## src/shared/fceu_regs.svh

```systemverilog
/*
 * Register map, entry field layout and conversion constants of the feedback
 * conversion entry unit. Assumes inclusion by bare name from design files.
 */
`ifndef FCEU_REGS_SVH
`define FCEU_REGS_SVH

`define FCEU_ENTRY_COUNT 8
`define FCEU_IDX_W 3
`define FCEU_LAST_IDX 3'h7
`define FCEU_SRC_W 24
`define FCEU_RES_W 32

`define FCEU_METHOD_HI 23
`define FCEU_METHOD_LO 20
`define FCEU_SRC_ADDR_HI 15
`define FCEU_SRC_ADDR_LO 0
`define FCEU_SUM_BIT 16
`define FCEU_UNSIGNED_BIT 19
`define FCEU_SHIFT_HI 19
`define FCEU_SHIFT_LO 18

`define FCEU_METHOD_AD_PLAIN 4'h1
`define FCEU_METHOD_AD_INTEG 4'h5
`define FCEU_METHOD_PAR_Y 4'h2
`define FCEU_METHOD_PAR_Y_FILT 4'h3
`define FCEU_METHOD_PAR_X 4'h6
`define FCEU_METHOD_PAR_X_FILT 4'h7

`define FCEU_SHIFT_NONE 2'h2
`define FCEU_SHIFT_RIGHT 2'h3

`define FCEU_AD_WORD_HI 23
`define FCEU_AD_WORD_LO 8

`define FCEU_TABLE_END 8'h80
`define FCEU_ENTRY_HI 6
`define FCEU_ENTRY_LO 4
`define FCEU_SEL_HI 3
`define FCEU_SEL_LO 2
`define FCEU_SEL_LINE1 2'h0
`define FCEU_SEL_LINE2 2'h1
`define FCEU_SEL_LINE3 2'h2
`define FCEU_SEL_RESULT 2'h3
`define FCEU_REG_CTRL 8'h80
`define FCEU_REG_STATUS 8'h84
`define FCEU_REG_CYCLES 8'h88
`define FCEU_CTRL_ENABLE_BIT 0
`define FCEU_STATUS_BUSY_BIT 0
`define FCEU_STATUS_OVERRUN_BIT 1

`endif

```

## src/shared/fceu_pkg.sv

```systemverilog
/*
 * Types shared by the feedback conversion entry unit.
 * Assumes nothing of its surroundings.
 */
package fceu_pkg;
	typedef enum logic [1:0] {
		FCEU_IDLE,
		FCEU_READ,
		FCEU_CALC
	} fceu_state_t;
	typedef logic [23:0] fceu_word_t;
	typedef logic signed [31:0] fceu_result_t;
	typedef logic signed [25:0] fceu_delta_t;
endpackage

```

## src/fceu_sat_add.sv

```systemverilog
/*
 * Saturating signed adder for converter-style integration.
 * Assumes both operands are 32-bit two's complement values.
 */
`timescale 1ns/10ps
module fceu_sat_add (
	input wire fceu_pkg::fceu_result_t a_in,
	input wire fceu_pkg::fceu_result_t b_in,
	output logic signed [31:0] sum_out
);
	import fceu_pkg::*;

	logic signed [32:0] wide;

	always_comb begin
		wide = {a_in[31], a_in} + {b_in[31], b_in};
		if (wide[32] != wide[31]) begin
			sum_out = wide[32] ? {1'b1, 31'h0} : {1'b0, {31{1'b1}}};
		end else begin
			sum_out = wide[31:0];
		end
	end
endmodule

```

## src/fceu_par_delta.sv

```systemverilog
/*
 * Masked change of a parallel source word since the last servo cycle,
 * extended across rollover and optionally limited per cycle.
 * Assumes the mask is a contiguous run of ones from bit 0.
 */
`timescale 1ns/10ps
module fceu_par_delta (
	input wire fceu_pkg::fceu_word_t src_in,
	input wire fceu_pkg::fceu_word_t prev_in,
	input wire fceu_pkg::fceu_word_t mask_in,
	input wire fceu_pkg::fceu_word_t limit_in,
	input wire logic filter_in,
	output fceu_pkg::fceu_word_t masked_out,
	output fceu_pkg::fceu_delta_t delta_out
);
	import fceu_pkg::*;

	fceu_word_t diff;
	fceu_word_t top;
	fceu_delta_t raw;
	fceu_delta_t lim;

	always_comb begin
		masked_out = src_in & mask_in;
		diff = (masked_out - prev_in) & mask_in;
		top = mask_in & ~(mask_in >> 1);
		lim = {2'h0, limit_in};
		if (|(diff & top)) begin
			raw = {2'h0, diff} - ({2'h0, mask_in} + 26'h1);
		end else begin
			raw = {2'h0, diff};
		end
		delta_out = raw;
		if (filter_in) begin
			if (raw > lim) begin
				delta_out = lim;
			end else if (raw < -lim) begin
				delta_out = -lim;
			end
		end
	end
endmodule

```

## src/fceu_conversion_core.sv

```systemverilog
/*
 * Feedback conversion entry unit: a table of setup entries processed once
 * per servo cycle into scaled position results, with an Avalon-MM slave.
 * Assumes a source register port that returns data one clock after a read.
 */
`timescale 1ns/10ps
`include "fceu_regs.svh"
// Function
// - Converter entries take upper 16 source bits, shifted so LSB lands at bit 5.
// - Converter entries saturate and never extend across rollover.
// - Integrating converter adds bias-corrected shifted reading to previous result.
// - Entry bit 19 picks signed (0) or unsigned (1) converter value.
// - Bias is signed, in 1/256 converter LSB, subtracted before integrating.
// - Unsigned converter reading is clamped at zero after bias correction.
// - Parallel entries read the address in the first line's low 16 bits.
// - Method digit picks Y or X space and filtered three-line use.
// - Second digit picks left five, none or right three, with optional summing.
// - Normal shift puts source LSB at result bit 5.
// - Right shift moves source bit 8 to result bit 5.
// - No shift copies source LSB to result bit 0.
// - Summing adds the processed value to the entry above's result.
// - Source word is ANDed with the 24-bit mask before anything else.
// - Masked width detects rollover; accumulated result extends across it.
// - Filtered methods limit source change per cycle to the third line.
module fceu_conversion_core (
	input wire logic clk_in,
	input wire logic reset_in,
	input wire logic servo_tick_in,
	input wire logic [7:0] avs_address_in,
	input wire logic avs_read_in,
	input wire logic avs_write_in,
	input wire logic [31:0] avs_writedata_in,
	input wire logic [3:0] avs_byteenable_in,
	output logic [31:0] avs_readdata_out,
	output logic avs_waitrequest_out,
	output logic src_read_out,
	output logic [15:0] src_addr_out,
	output logic src_space_x_out,
	input wire fceu_pkg::fceu_word_t src_data_in,
	output logic result_valid_out,
	output logic [2:0] result_entry_out,
	output fceu_pkg::fceu_result_t result_data_out,
	output logic busy_out
);
	import fceu_pkg::*;

	fceu_state_t state_reg;
	logic [`FCEU_IDX_W-1:0] idx_reg;
	fceu_word_t line1_reg [`FCEU_ENTRY_COUNT];
	fceu_word_t line2_reg [`FCEU_ENTRY_COUNT];
	fceu_word_t line3_reg [`FCEU_ENTRY_COUNT];
	fceu_result_t result_reg [`FCEU_ENTRY_COUNT];
	fceu_result_t accum_reg [`FCEU_ENTRY_COUNT];
	fceu_word_t prev_src_reg [`FCEU_ENTRY_COUNT];
	logic enable_reg;
	logic overrun_reg;
	logic [31:0] cycles_reg;
	logic ack_reg;
	logic [31:0] readdata_reg;
	logic [15:0] src_addr_reg;
	logic src_space_x_reg;
	logic result_valid_reg;
	logic [2:0] result_entry_reg;
	fceu_result_t result_data_reg;

	logic start;
	logic bus_write;
	logic [`FCEU_IDX_W-1:0] bus_idx;
	logic [1:0] bus_sel;
	logic [`FCEU_IDX_W-1:0] next_idx;
	fceu_word_t line1;
	logic [3:0] method;
	logic is_ad;
	logic is_par;
	logic is_filt;
	logic [31:0] rd_mux;
	logic signed [16:0] ad_val;
	logic signed [25:0] ad_corr;
	fceu_result_t ad_plain;
	fceu_result_t ad_inc;
	fceu_result_t ad_integ;
	fceu_word_t par_masked;
	fceu_delta_t par_delta;
	fceu_result_t accum_next;
	fceu_result_t shifted;
	fceu_result_t above;
	fceu_result_t result_next;

	function automatic fceu_word_t be_merge(input fceu_word_t old_v, input logic [31:0] new_v,
			input logic [3:0] be);
		fceu_word_t m;
		m = old_v;
		if (be[0]) begin
			m[7:0] = new_v[7:0];
		end
		if (be[1]) begin
			m[15:8] = new_v[15:8];
		end
		if (be[2]) begin
			m[23:16] = new_v[23:16];
		end
		return m;
	endfunction

	assign bus_idx = avs_address_in[`FCEU_ENTRY_HI:`FCEU_ENTRY_LO];
	assign bus_sel = avs_address_in[`FCEU_SEL_HI:`FCEU_SEL_LO];
	// A write lands at the edge where waitrequest is seen low.
	assign bus_write = avs_write_in & ack_reg;
	assign avs_waitrequest_out = (avs_read_in | avs_write_in) & ~ack_reg;
	assign avs_readdata_out = readdata_reg;
	assign start = servo_tick_in & enable_reg & (state_reg == FCEU_IDLE);
	assign busy_out = (state_reg != FCEU_IDLE);

	always_ff @(posedge clk_in) begin
		if (reset_in) begin
			ack_reg <= 1'b0;
		end else begin
			ack_reg <= (avs_read_in | avs_write_in) & ~ack_reg;
		end
	end

	always_comb begin
		rd_mux = 32'h0;
		if (avs_address_in < `FCEU_TABLE_END) begin
			unique case (bus_sel)
				`FCEU_SEL_LINE1: rd_mux = {8'h0, line1_reg[bus_idx]};
				`FCEU_SEL_LINE2: rd_mux = {8'h0, line2_reg[bus_idx]};
				`FCEU_SEL_LINE3: rd_mux = {8'h0, line3_reg[bus_idx]};
				`FCEU_SEL_RESULT: rd_mux = result_reg[bus_idx];
			endcase
		end else if (avs_address_in == `FCEU_REG_CTRL) begin
			rd_mux[`FCEU_CTRL_ENABLE_BIT] = enable_reg;
		end else if (avs_address_in == `FCEU_REG_STATUS) begin
			rd_mux[`FCEU_STATUS_BUSY_BIT] = busy_out;
			rd_mux[`FCEU_STATUS_OVERRUN_BIT] = overrun_reg;
		end else if (avs_address_in == `FCEU_REG_CYCLES) begin
			rd_mux = cycles_reg;
		end
	end

	always_ff @(posedge clk_in) begin
		if (reset_in) begin
			readdata_reg <= 32'h0;
		end else if (avs_read_in & ~ack_reg) begin
			readdata_reg <= rd_mux;
		end
	end

	always_ff @(posedge clk_in) begin
		if (reset_in) begin
			enable_reg <= 1'b0;
		end else if (bus_write & avs_byteenable_in[0] & (avs_address_in == `FCEU_REG_CTRL)) begin
			enable_reg <= avs_writedata_in[`FCEU_CTRL_ENABLE_BIT];
		end
	end

	// A tick that comes while a pass is running is dropped and flagged.
	// A new overrun wins over a software clear in the same cycle.
	always_ff @(posedge clk_in) begin
		if (reset_in) begin
			overrun_reg <= 1'b0;
		end else if (servo_tick_in & enable_reg & busy_out) begin
			overrun_reg <= 1'b1;
		end else if (bus_write & avs_byteenable_in[0] & (avs_address_in == `FCEU_REG_STATUS)
				& avs_writedata_in[`FCEU_STATUS_OVERRUN_BIT]) begin
			overrun_reg <= 1'b0;
		end
	end

	always_ff @(posedge clk_in) begin
		if (reset_in) begin
			for (int i = 0; i < `FCEU_ENTRY_COUNT; i++) begin
				line1_reg[i] <= 24'h0;
				line2_reg[i] <= 24'h0;
				line3_reg[i] <= 24'h0;
			end
		end else if (bus_write & (avs_address_in < `FCEU_TABLE_END)) begin
			unique case (bus_sel)
				`FCEU_SEL_LINE1: line1_reg[bus_idx] <=
					be_merge(line1_reg[bus_idx], avs_writedata_in, avs_byteenable_in);
				`FCEU_SEL_LINE2: line2_reg[bus_idx] <=
					be_merge(line2_reg[bus_idx], avs_writedata_in, avs_byteenable_in);
				`FCEU_SEL_LINE3: line3_reg[bus_idx] <=
					be_merge(line3_reg[bus_idx], avs_writedata_in, avs_byteenable_in);
				`FCEU_SEL_RESULT: begin
				end
			endcase
		end
	end

	assign next_idx = (state_reg == FCEU_IDLE) ? 3'h0 : idx_reg + 3'h1;

	always_ff @(posedge clk_in) begin
		if (reset_in) begin
			state_reg <= FCEU_IDLE;
			idx_reg <= 3'h0;
		end else begin
			unique case (state_reg)
				FCEU_IDLE: begin
					if (start) begin
						state_reg <= FCEU_READ;
						idx_reg <= next_idx;
					end
				end
				FCEU_READ: begin
					state_reg <= FCEU_CALC;
				end
				FCEU_CALC: begin
					if (idx_reg == `FCEU_LAST_IDX) begin
						state_reg <= FCEU_IDLE;
					end else begin
						state_reg <= FCEU_READ;
						idx_reg <= next_idx;
					end
				end
			endcase
		end
	end

	always_ff @(posedge clk_in) begin
		if (reset_in) begin
			cycles_reg <= 32'h0;
		end else if ((state_reg == FCEU_CALC) && (idx_reg == `FCEU_LAST_IDX)) begin
			cycles_reg <= cycles_reg + 32'h1;
		end
	end

	always_ff @(posedge clk_in) begin
		if (reset_in) begin
			src_addr_reg <= 16'h0;
			src_space_x_reg <= 1'b0;
		end else if (start | ((state_reg == FCEU_CALC) && (idx_reg != `FCEU_LAST_IDX))) begin
			src_addr_reg <= line1_reg[next_idx][`FCEU_SRC_ADDR_HI:`FCEU_SRC_ADDR_LO];
			src_space_x_reg <= (line1_reg[next_idx][`FCEU_METHOD_HI:`FCEU_METHOD_LO]
				== `FCEU_METHOD_PAR_X) | (line1_reg[next_idx][`FCEU_METHOD_HI:`FCEU_METHOD_LO]
				== `FCEU_METHOD_PAR_X_FILT);
		end
	end

	assign line1 = line1_reg[idx_reg];
	assign method = line1[`FCEU_METHOD_HI:`FCEU_METHOD_LO];
	assign is_ad = (method == `FCEU_METHOD_AD_PLAIN) | (method == `FCEU_METHOD_AD_INTEG);
	assign is_filt = (method == `FCEU_METHOD_PAR_Y_FILT) | (method == `FCEU_METHOD_PAR_X_FILT);
	assign is_par = is_filt | (method == `FCEU_METHOD_PAR_Y) | (method == `FCEU_METHOD_PAR_X);
	assign src_read_out = (state_reg == FCEU_READ) & (is_ad | is_par);
	assign src_addr_out = src_addr_reg;
	assign src_space_x_out = src_space_x_reg;

	fceu_par_delta u_delta (
		.src_in(src_data_in),
		.prev_in(prev_src_reg[idx_reg]),
		.mask_in(line2_reg[idx_reg]),
		.limit_in(line3_reg[idx_reg]),
		.filter_in(is_filt),
		.masked_out(par_masked),
		.delta_out(par_delta)
	);

	fceu_sat_add u_sat (
		.a_in(result_reg[idx_reg]),
		.b_in(ad_inc),
		.sum_out(ad_integ)
	);

	always_comb begin
		if (line1[`FCEU_UNSIGNED_BIT]) begin
			ad_val = {1'b0, src_data_in[`FCEU_AD_WORD_HI:`FCEU_AD_WORD_LO]};
		end else begin
			ad_val = {src_data_in[`FCEU_AD_WORD_HI],
				src_data_in[`FCEU_AD_WORD_HI:`FCEU_AD_WORD_LO]};
		end
		ad_plain = {{10{ad_val[16]}}, ad_val, 5'h0};
		ad_corr = {ad_val[16], ad_val, 8'h0}
			- {{2{line2_reg[idx_reg][23]}}, line2_reg[idx_reg]};
		if (line1[`FCEU_UNSIGNED_BIT] & ad_corr[25]) begin
			ad_corr = 26'h0;
		end
		ad_inc = {{9{ad_corr[25]}}, ad_corr[25:3]};
	end

	always_comb begin
		accum_next = accum_reg[idx_reg] + {{6{par_delta[25]}}, par_delta};
		unique case (line1[`FCEU_SHIFT_HI:`FCEU_SHIFT_LO])
			`FCEU_SHIFT_NONE: shifted = accum_next;
			`FCEU_SHIFT_RIGHT: shifted = {{3{accum_next[31]}}, accum_next[31:3]};
			default: shifted = {accum_next[26:0], 5'h0};
		endcase
		above = (idx_reg == 3'h0) ? 32'sh0 : result_reg[idx_reg - 3'h1];
		result_next = result_reg[idx_reg];
		if (is_ad) begin
			result_next = (method == `FCEU_METHOD_AD_INTEG) ? ad_integ : ad_plain;
		end else if (is_par) begin
			result_next = line1[`FCEU_SUM_BIT] ? shifted + above : shifted;
		end
	end

	always_ff @(posedge clk_in) begin
		if (reset_in) begin
			for (int i = 0; i < `FCEU_ENTRY_COUNT; i++) begin
				result_reg[i] <= 32'sh0;
				accum_reg[i] <= 32'sh0;
				prev_src_reg[i] <= 24'h0;
			end
		end else if (state_reg == FCEU_CALC) begin
			result_reg[idx_reg] <= result_next;
			if (is_par) begin
				accum_reg[idx_reg] <= accum_next;
				prev_src_reg[idx_reg] <= par_masked;
			end
		end
	end

	always_ff @(posedge clk_in) begin
		if (reset_in) begin
			result_valid_reg <= 1'b0;
			result_entry_reg <= 3'h0;
			result_data_reg <= 32'sh0;
		end else begin
			result_valid_reg <= (state_reg == FCEU_CALC);
			if (state_reg == FCEU_CALC) begin
				result_entry_reg <= idx_reg;
				result_data_reg <= result_next;
			end
		end
	end

	assign result_valid_out = result_valid_reg;
	assign result_entry_out = result_entry_reg;
	assign result_data_out = result_data_reg;
endmodule

```

## config.mk

```make
export PLATFORM = sky130hd
export DESIGN_NAME = fceu_conversion_core
export DESIGN_NICKNAME = d
export VERILOG_FILES = /design/src/shared/fceu_pkg.sv /design/src/fceu_sat_add.sv /design/src/fceu_par_delta.sv /design/src/fceu_conversion_core.sv
export VERILOG_INCLUDE_DIRS = /design/src /design/src/shared
export SDC_FILE = /design/constraint.sdc
export NUM_CORES = 2
export LEC_CHECK = 0
export BUFFER_PORTS_ARGS = -buffer_cell sky130_fd_sc_hd__buf_2
export CORE_MARGIN = 1
export CORE_UTILIZATION = 45
export DETAILED_ROUTE_END_ITERATION = 6
export PLACE_DENSITY_LB_ADDON = 0.1
export SYNTH_ARGS = -nofsm -noshare
export SYNTH_HDL_FRONTEND = slang
export SYNTH_HIERARCHICAL = 1
export SYNTH_SLANG_ARGS = --single-unit
```

## constraint.sdc

```tcl
create_clock -name clk_in -period 28.7 [get_ports clk_in]
set_input_delay 4.305 -clock clk_in [delete_from_list [all_inputs] [get_ports clk_in]]
set_output_delay 4.305 -clock clk_in [all_outputs]
set_load 0.02 [all_outputs]
```

# [Word level (Yosys, flattened, before mapping)]
# Memory sizes are Yosys's and may differ from the RTL's. A register that Yosys moved wholly into a read port is not among the register bits.
# Cells that the tools add are included.
[totals] regBits=125 mem_bits_rw=1280 elab_cells=215 memories=6
[classes] n_addsub=11 n_lt_le_gt_ge=3 eq_ne=23 muxes=117 bitwise_logic=27 n_reduce_logical=16
[memory_table] name="accum_reg" words=8 width=32 rd=1 rd_clocked_by_memory_dff=1 write_ports=8 line_no="fceu_conversion_core.sv:53" rtl="fceu_result_t accum_reg [`FCEU_ENTRY_COUNT];"
[memory_table] name="result_reg" words=8 width=32 rd=3 rd_clocked_by_memory_dff=1 write_ports=8 line_no="fceu_conversion_core.sv:52" rtl="fceu_result_t result_reg [`FCEU_ENTRY_COUNT];"
[memory_table] name="line1_reg" words=8 width=24 rd=3 rd_clocked_by_memory_dff=1 write_ports=8 line_no="fceu_conversion_core.sv:49" rtl="fceu_word_t line1_reg [`FCEU_ENTRY_COUNT];"
[memory_table] name="line2_reg" words=8 width=24 rd=2 rd_clocked_by_memory_dff=1 write_ports=8 line_no="fceu_conversion_core.sv:50" rtl="fceu_word_t line2_reg [`FCEU_ENTRY_COUNT];"
[memory_table] name="line3_reg" words=8 width=24 rd=2 rd_clocked_by_memory_dff=1 write_ports=8 line_no="fceu_conversion_core.sv:51" rtl="fceu_word_t line3_reg [`FCEU_ENTRY_COUNT];"
[memory_table] name="prev_src_reg" words=8 width=24 rd=1 rd_clocked_by_memory_dff=1 write_ports=8 line_no="fceu_conversion_core.sv:54" rtl="fceu_word_t prev_src_reg [`FCEU_ENTRY_COUNT];"
[ops] cell="32-bit two-way mux" n=11
[ops] cell="8-bit two-way mux" n=36
[ops] cell="26-bit two-way mux" n=5
[ops] cell="32-bit one-hot mux with 4 select lines" n=1
[ops] cell="24-bit OR reduction" n=5
[ops] cell="24-bit AND" n=4
[ops] cell="24-bit two-way mux" n=4
[ops] cell="32-bit adder" n=2
[ops] cell="32-bit one-hot mux with 2 select lines" n=1
[ops] cell="32-bit OR reduction" n=2
[ops] cell="3-bit two-way mux" n=21
[ops] cell="32-bit by 23-bit adder with 33-bit output" n=1
[ops] cell="32-bit by 1-bit adder with 32-bit output, second input constant" n=1
[ops] cell="1-bit two-way mux" n=31
[ops] cell="31-bit two-way mux" n=1
[ops] cell="30-bit two-way mux" n=1
[ops] cell="26-bit by 25-bit > comparator with 1-bit output" n=1
[ops] cell="26-bit less-than comparator" n=1
[ops] cell="24-bit negator with 26-bit output" n=1
[ops] cell="24-bit by 26-bit subtractor with 26-bit output" n=1
[ops] cell="25-bit by 24-bit subtractor with 26-bit output" n=1
[ops] cell="24-bit by 1-bit adder with 25-bit output, second input constant" n=1
[ops] cell="8-bit == test, second input constant" n=3
[ops] cell="23-bit inverter with 24-bit output" n=1
[ops] cell="25 further kinds" n=60

# [Depth between registers and ports, before layout]
[depth] word_depth=17 depth_mapped=65

# [Modules after synthesis]
# Netlist, hierarchy kept.
[by_module_without_submodules] mod="fceu_conversion_core" n_inst=1 cells_per_inst=6119 area_per_inst_um2=73945.9
[by_module_without_submodules] mod="fceu_par_delta" n_inst=1 cells_per_inst=808 area_per_inst_um2=5241.3
[by_module_without_submodules] mod="fceu_sat_add" n_inst=1 cells_per_inst=293 area_per_inst_um2=2025.7

# [Worst setup path after synthesis]
# No wires, ideal clock.
[synth_timing] path_type="input to register" startpoint="input port src_data_in[14]" endpoint="memory result_reg[0][31] in the netlist's numbering (data pin)" setup_ps=269 t_arrival_ps=14390 setup_slack_ps=14041 cell_stages=51 n_path_buf=6 path_cell_list="and2_1 ha_1 buf_2 a21oi_1 o21a_1 mux2i_1 o2111ai_1 or4_1 nor4b_2 nand3_1 nor4_4 inv_2 buf_6 buf_2 nand3b_1 and3_1 inv_1 ha_1 (+15 left out) a221o_1 a31oi_1 xor2_1 clkbuf_1 nor2_1 o21ai_0 o21ai_0 ha_1 clkbuf_1 a21oi_1 o21ai_0 a21o_1 a31oi_1 a211o_1 and3_1 a221oi_4 xor2_2 a21oi_1"
[synth_rtl] element="start, declared" line_no="fceu_conversion_core.sv:39" rtl="input wire fceu_pkg::fceu_word_t src_data_in,"
[synth_rtl] element="end, declared" line_no="fceu_conversion_core.sv:52"

==> flow_summary_export.csv <==
group,metric,value,unit
outcome,status,"finished, final reports clean",
sta,rsz0062_at_grt,"no",
clock_tree,cts_tree,"built",
clock_tree,clock_sinks,1408,
sta,fmax,56.19,MHz
setup_path,start_kind,"primary input",
routing,avgViaCountPerCell,6.629,
pwr,switching_share,0.2886,
routing,finalWirelength,308400,um
die,dieArea,182200,sq um
sta,hold_viol,0,
sta,final_max_slew_viol_count,0,
setup_path,worstSetupPathType,"in2reg",
die,placementRows,155,
global_routing,grt.total_usage,0.3335,
yosys,synthesis.area,81210,sq um
yosys,synth_cell_types,124,
die,coreArea,178800,sq um
pwr,max-vdd-ir-drop,54.70,uV
placed_design,io_buffer_count,151,
clock_tree,clockBufferDepth,3,
setup_path,cp-end-kind,"register",
clock_tree,clkLatencyLatePin,0.86,ns
pwr,combPwrFrac,0.153,
clock_tree,holdBufCountCts,0,
clock_tree,cts_resized,0,
setup_path,slowest_delay,0.91,ns
clock_tree,cts-root-buf,"clkbuf_16",
yosys,syn-num-nets,7487,
setup_path,path_max_fanout,36,
sta,fin_tns_setup,0,ns
die,fp.dieH,426.8,um
final_layout,drive_gt1_frac,0.1618,
pwr,p_clk_frac,0.391,
routing,drc,0,
global_routing,antenna_found_initial,17,
setup_path,cpMaxStageDelayCell,"xnor2_1",
pwr,p_leak,0.03157,uW
clock_tree,cts_inserted_buffers,158,
routing,wl_met2,138400,um
yosys,ys_ff_latch,1408,
pwr,pwr-share-seq,0.457,
placed_design,dpl.hpwl,197400,um
die,die_width,426.8,um
placed_design,dp_slack,10.50,ns
run,cap_violations,0,
routing,routedWlPerCell,32.00,um
global_routing,grt_pass1_wl,438600,um
setup_path,required,29.24,ns
yosys,synth-edff-count,1280,
sta,worstMarginPinSlew,1.336,ns
pwr,p_per_area,57.14,nW/um^2
min_path,hold_class,"reg2reg",
sta,fin_ws,10.90,ns
sta,min_period,17.80,ns
routing,ant_nets,0,
setup_path,cp.arrival,18.34,ns
routing,drtIter0Drc,8683,
sta,setup_viol,0,
yosys,synth_ff_type,"edfxtp_1",
yosys,synth_cells,7220,
pwr,power.internal,3628,uW
routing,highest_layer,"met5",
final_layout,nets,7427,
yosys,synthArstFlopShare,0,
sta,relSlewSlack,0.1050,
yosys,yosysSeqAreaShare,0.5048,
placed_design,gp_congestion,0.9561,
clock_tree,htreeDepth,4,
clock_tree,post-cts-setup-buffer-count,0,
yosys,ys_warn_count,6,
die,initial_core_util,0.4542,
sta,period_share,0.6201,
routing,routed-wl-met3,32900,um
sta,fin_skew,0.08284,ns
routing,wl_met1,121000,um
routing,first_pass_iters,6,
global_routing,grt_start_max_net_pins,113,
final_layout,syn_to_final_growth,9.912,%
pwr,p_sw,1472,uW
die,io_pins,161,
global_routing,grt_pass1_vias,61660,
clock_tree,path_clk_slew,0.06,ns
global_routing,grt_overflow,0,
yosys,avgSynthCellArea,11.25,sq um
routing,via_count,63900,
cell usage in the layout (no fill, tap or decap), drive strengths merged, types with 87 or more instances in the layout:
master	n
nor2	1329
edfxtp	1280
a22oi	453
nand2	443
mux4	374
buf	318
a21oi	286
o21ai	265
clkbuf	201
ha	190
and2	156
nand4	148
and3	143
inv	133
dfxtp	128
mux2	125
nor3	106
a211oi	91
nand3	89
nand2b	87
worst paths after layout:
kind | from | cells past startpoint | endpoint | slack [ns]
setup reg to reg | register | 49 | result_reg[6][28]$_SDFFCE_PN0P_ | 11.13
hold / removal | src_addr_out[1]$_SDFFE_PP0P_ | 2 | src_addr_out[1]$_SDFFE_PP0P_ | 0.46
setup / recovery | src_data_in[11] | 46 | result_reg[6][28]$_SDFFCE_PN0P_ | 10.90
hold reg to reg | src_addr_out[1]$_SDFFE_PP0P_ | 2 | src_addr_out[1]$_SDFFE_PP0P_ | 0.46
Yosys cell counts (11+ instances only):
cell,n,share of area
a21oi_1,280,0.017
o21ai_0,168,0.010
a21o_1,61,0.0056
mux2i_1,80,0.0099
mux2_2,122,0.017
a211oi_1,85,0.0079
nor4_1,18,0.0014
o22ai_1,29,0.0022
nand2b_1,87,0.0067
buf_4,21,0.0019
o21ai_1,91,0.0056
inv_1,125,0.0058
clkbuf_1,379,0.018
xor2_1,60,0.0065
nor2_1,1324,0.061
edfxtp_1,1280,0.47
mux4_2,366,0.10
o31ai_1,14,0.0013
and2_1,154,0.012
nand3b_1,22,0.0020
a221oi_1,11,0.0012
nor3_1,102,0.0063
o211ai_1,48,0.0044
nand4_1,147,0.011
o221ai_1,17,0.0018
and3_1,143,0.011
o31a_1,11,0.0012
a31oi_1,52,0.0040
or2_2,16,0.0012
nor3b_1,14,0.0013
a211o_1,11,0.0012
dfxtp_1,128,0.032
nand3_1,87,0.0054
xnor2_1,85,0.0092
o21a_1,36,0.0033
ha_1,190,0.029
buf_2,80,0.0049
buf_1,46,0.0021
nand2_1,442,0.020
o211a_1,14,0.0017
or3_1,44,0.0034
nor2b_1,37,0.0029
a22oi_1,452,0.042
area by class of cell:
type	instances	area [sq um]
Timing Repair Buffer	318	2103
Clock buffer	201	4190
Clock inverter	78	805.8
Tap cell	2355	2947
Fill cell	16090	89550
Sequential cell	1408	41010
Inverter	128	480.5
Multi-Input combinational cell	5146	37710
Antenna cell	5	12.51
kinds of logic (layout without fill, tap and decap cells):
| family | Yosys count | after routing | share of synthesized area |
|---|---|---|---|
| compound gates | 1531 | 1531 | 0.1300 |
| mux | 582 | 582 | 0.1320 |
| other cells | 1 | 6 | 0.00004617 |
| fa+ha+maj | 198 | 198 | 0.03081 |
| flops | 1408 | 1408 | 0.5048 |
| xor+xnor | 146 | 146 | 0.01584 |
| simple gates | 2688 | 2688 | 0.1523 |
| buf+inv | 666 | 725 | 0.03416 |
power by group through the flow:
| stage | clock network, uW | logic (uW) | registers (uW) |
|---|---|---|---|
| 2_1_floorplan | 0 | 478 | 2360 |
| 3_5_place_dp | 0 | 755 | 2370 |
| 6_report | 1990 | 778 | 2330 |
| 3_3_place_gp | 0 | 752 | 2370 |
| 5_1_grt | 2080 | 821 | 2340 |
| 4_1_cts | 2010 | 759 | 2330 |
per-layer routing:
metal / vias up / track usage
li1: 27330 / -
met1: 31910 / 0.4506
met2: 3927 / 0.5137
met3: 721 / 0.07051
met4: 16 / 0.1546
met5: - / 0
through the flow:
stage	utilization	cell area, sq um	hold slack, ns	power, uW	std cells
2_1_floorplan	-	81210	0.4536	2842	7220
3_3_place_gp	0.4712	84250	0.4412	3120	9355
3_5_place_dp	0.4712	84250	0.4462	3127	9355
4_1_cts	0.4991	89250	0.4579	5095	9634
5_1_grt	0.4992	89250	0.4753	5238	9635
6_report	0.4992	89260	0.4565	5100	9639
critical path: cells and delay by family:
family          cells  cell delay, ns
xor+xnor            1            0.91
simple gates       13            3.52
mux                 2            0.47
compound gates     21            6.11
fa+ha+maj           4            1.61
buf+inv             5            1.31
Power figures use the tool's default switching activity.
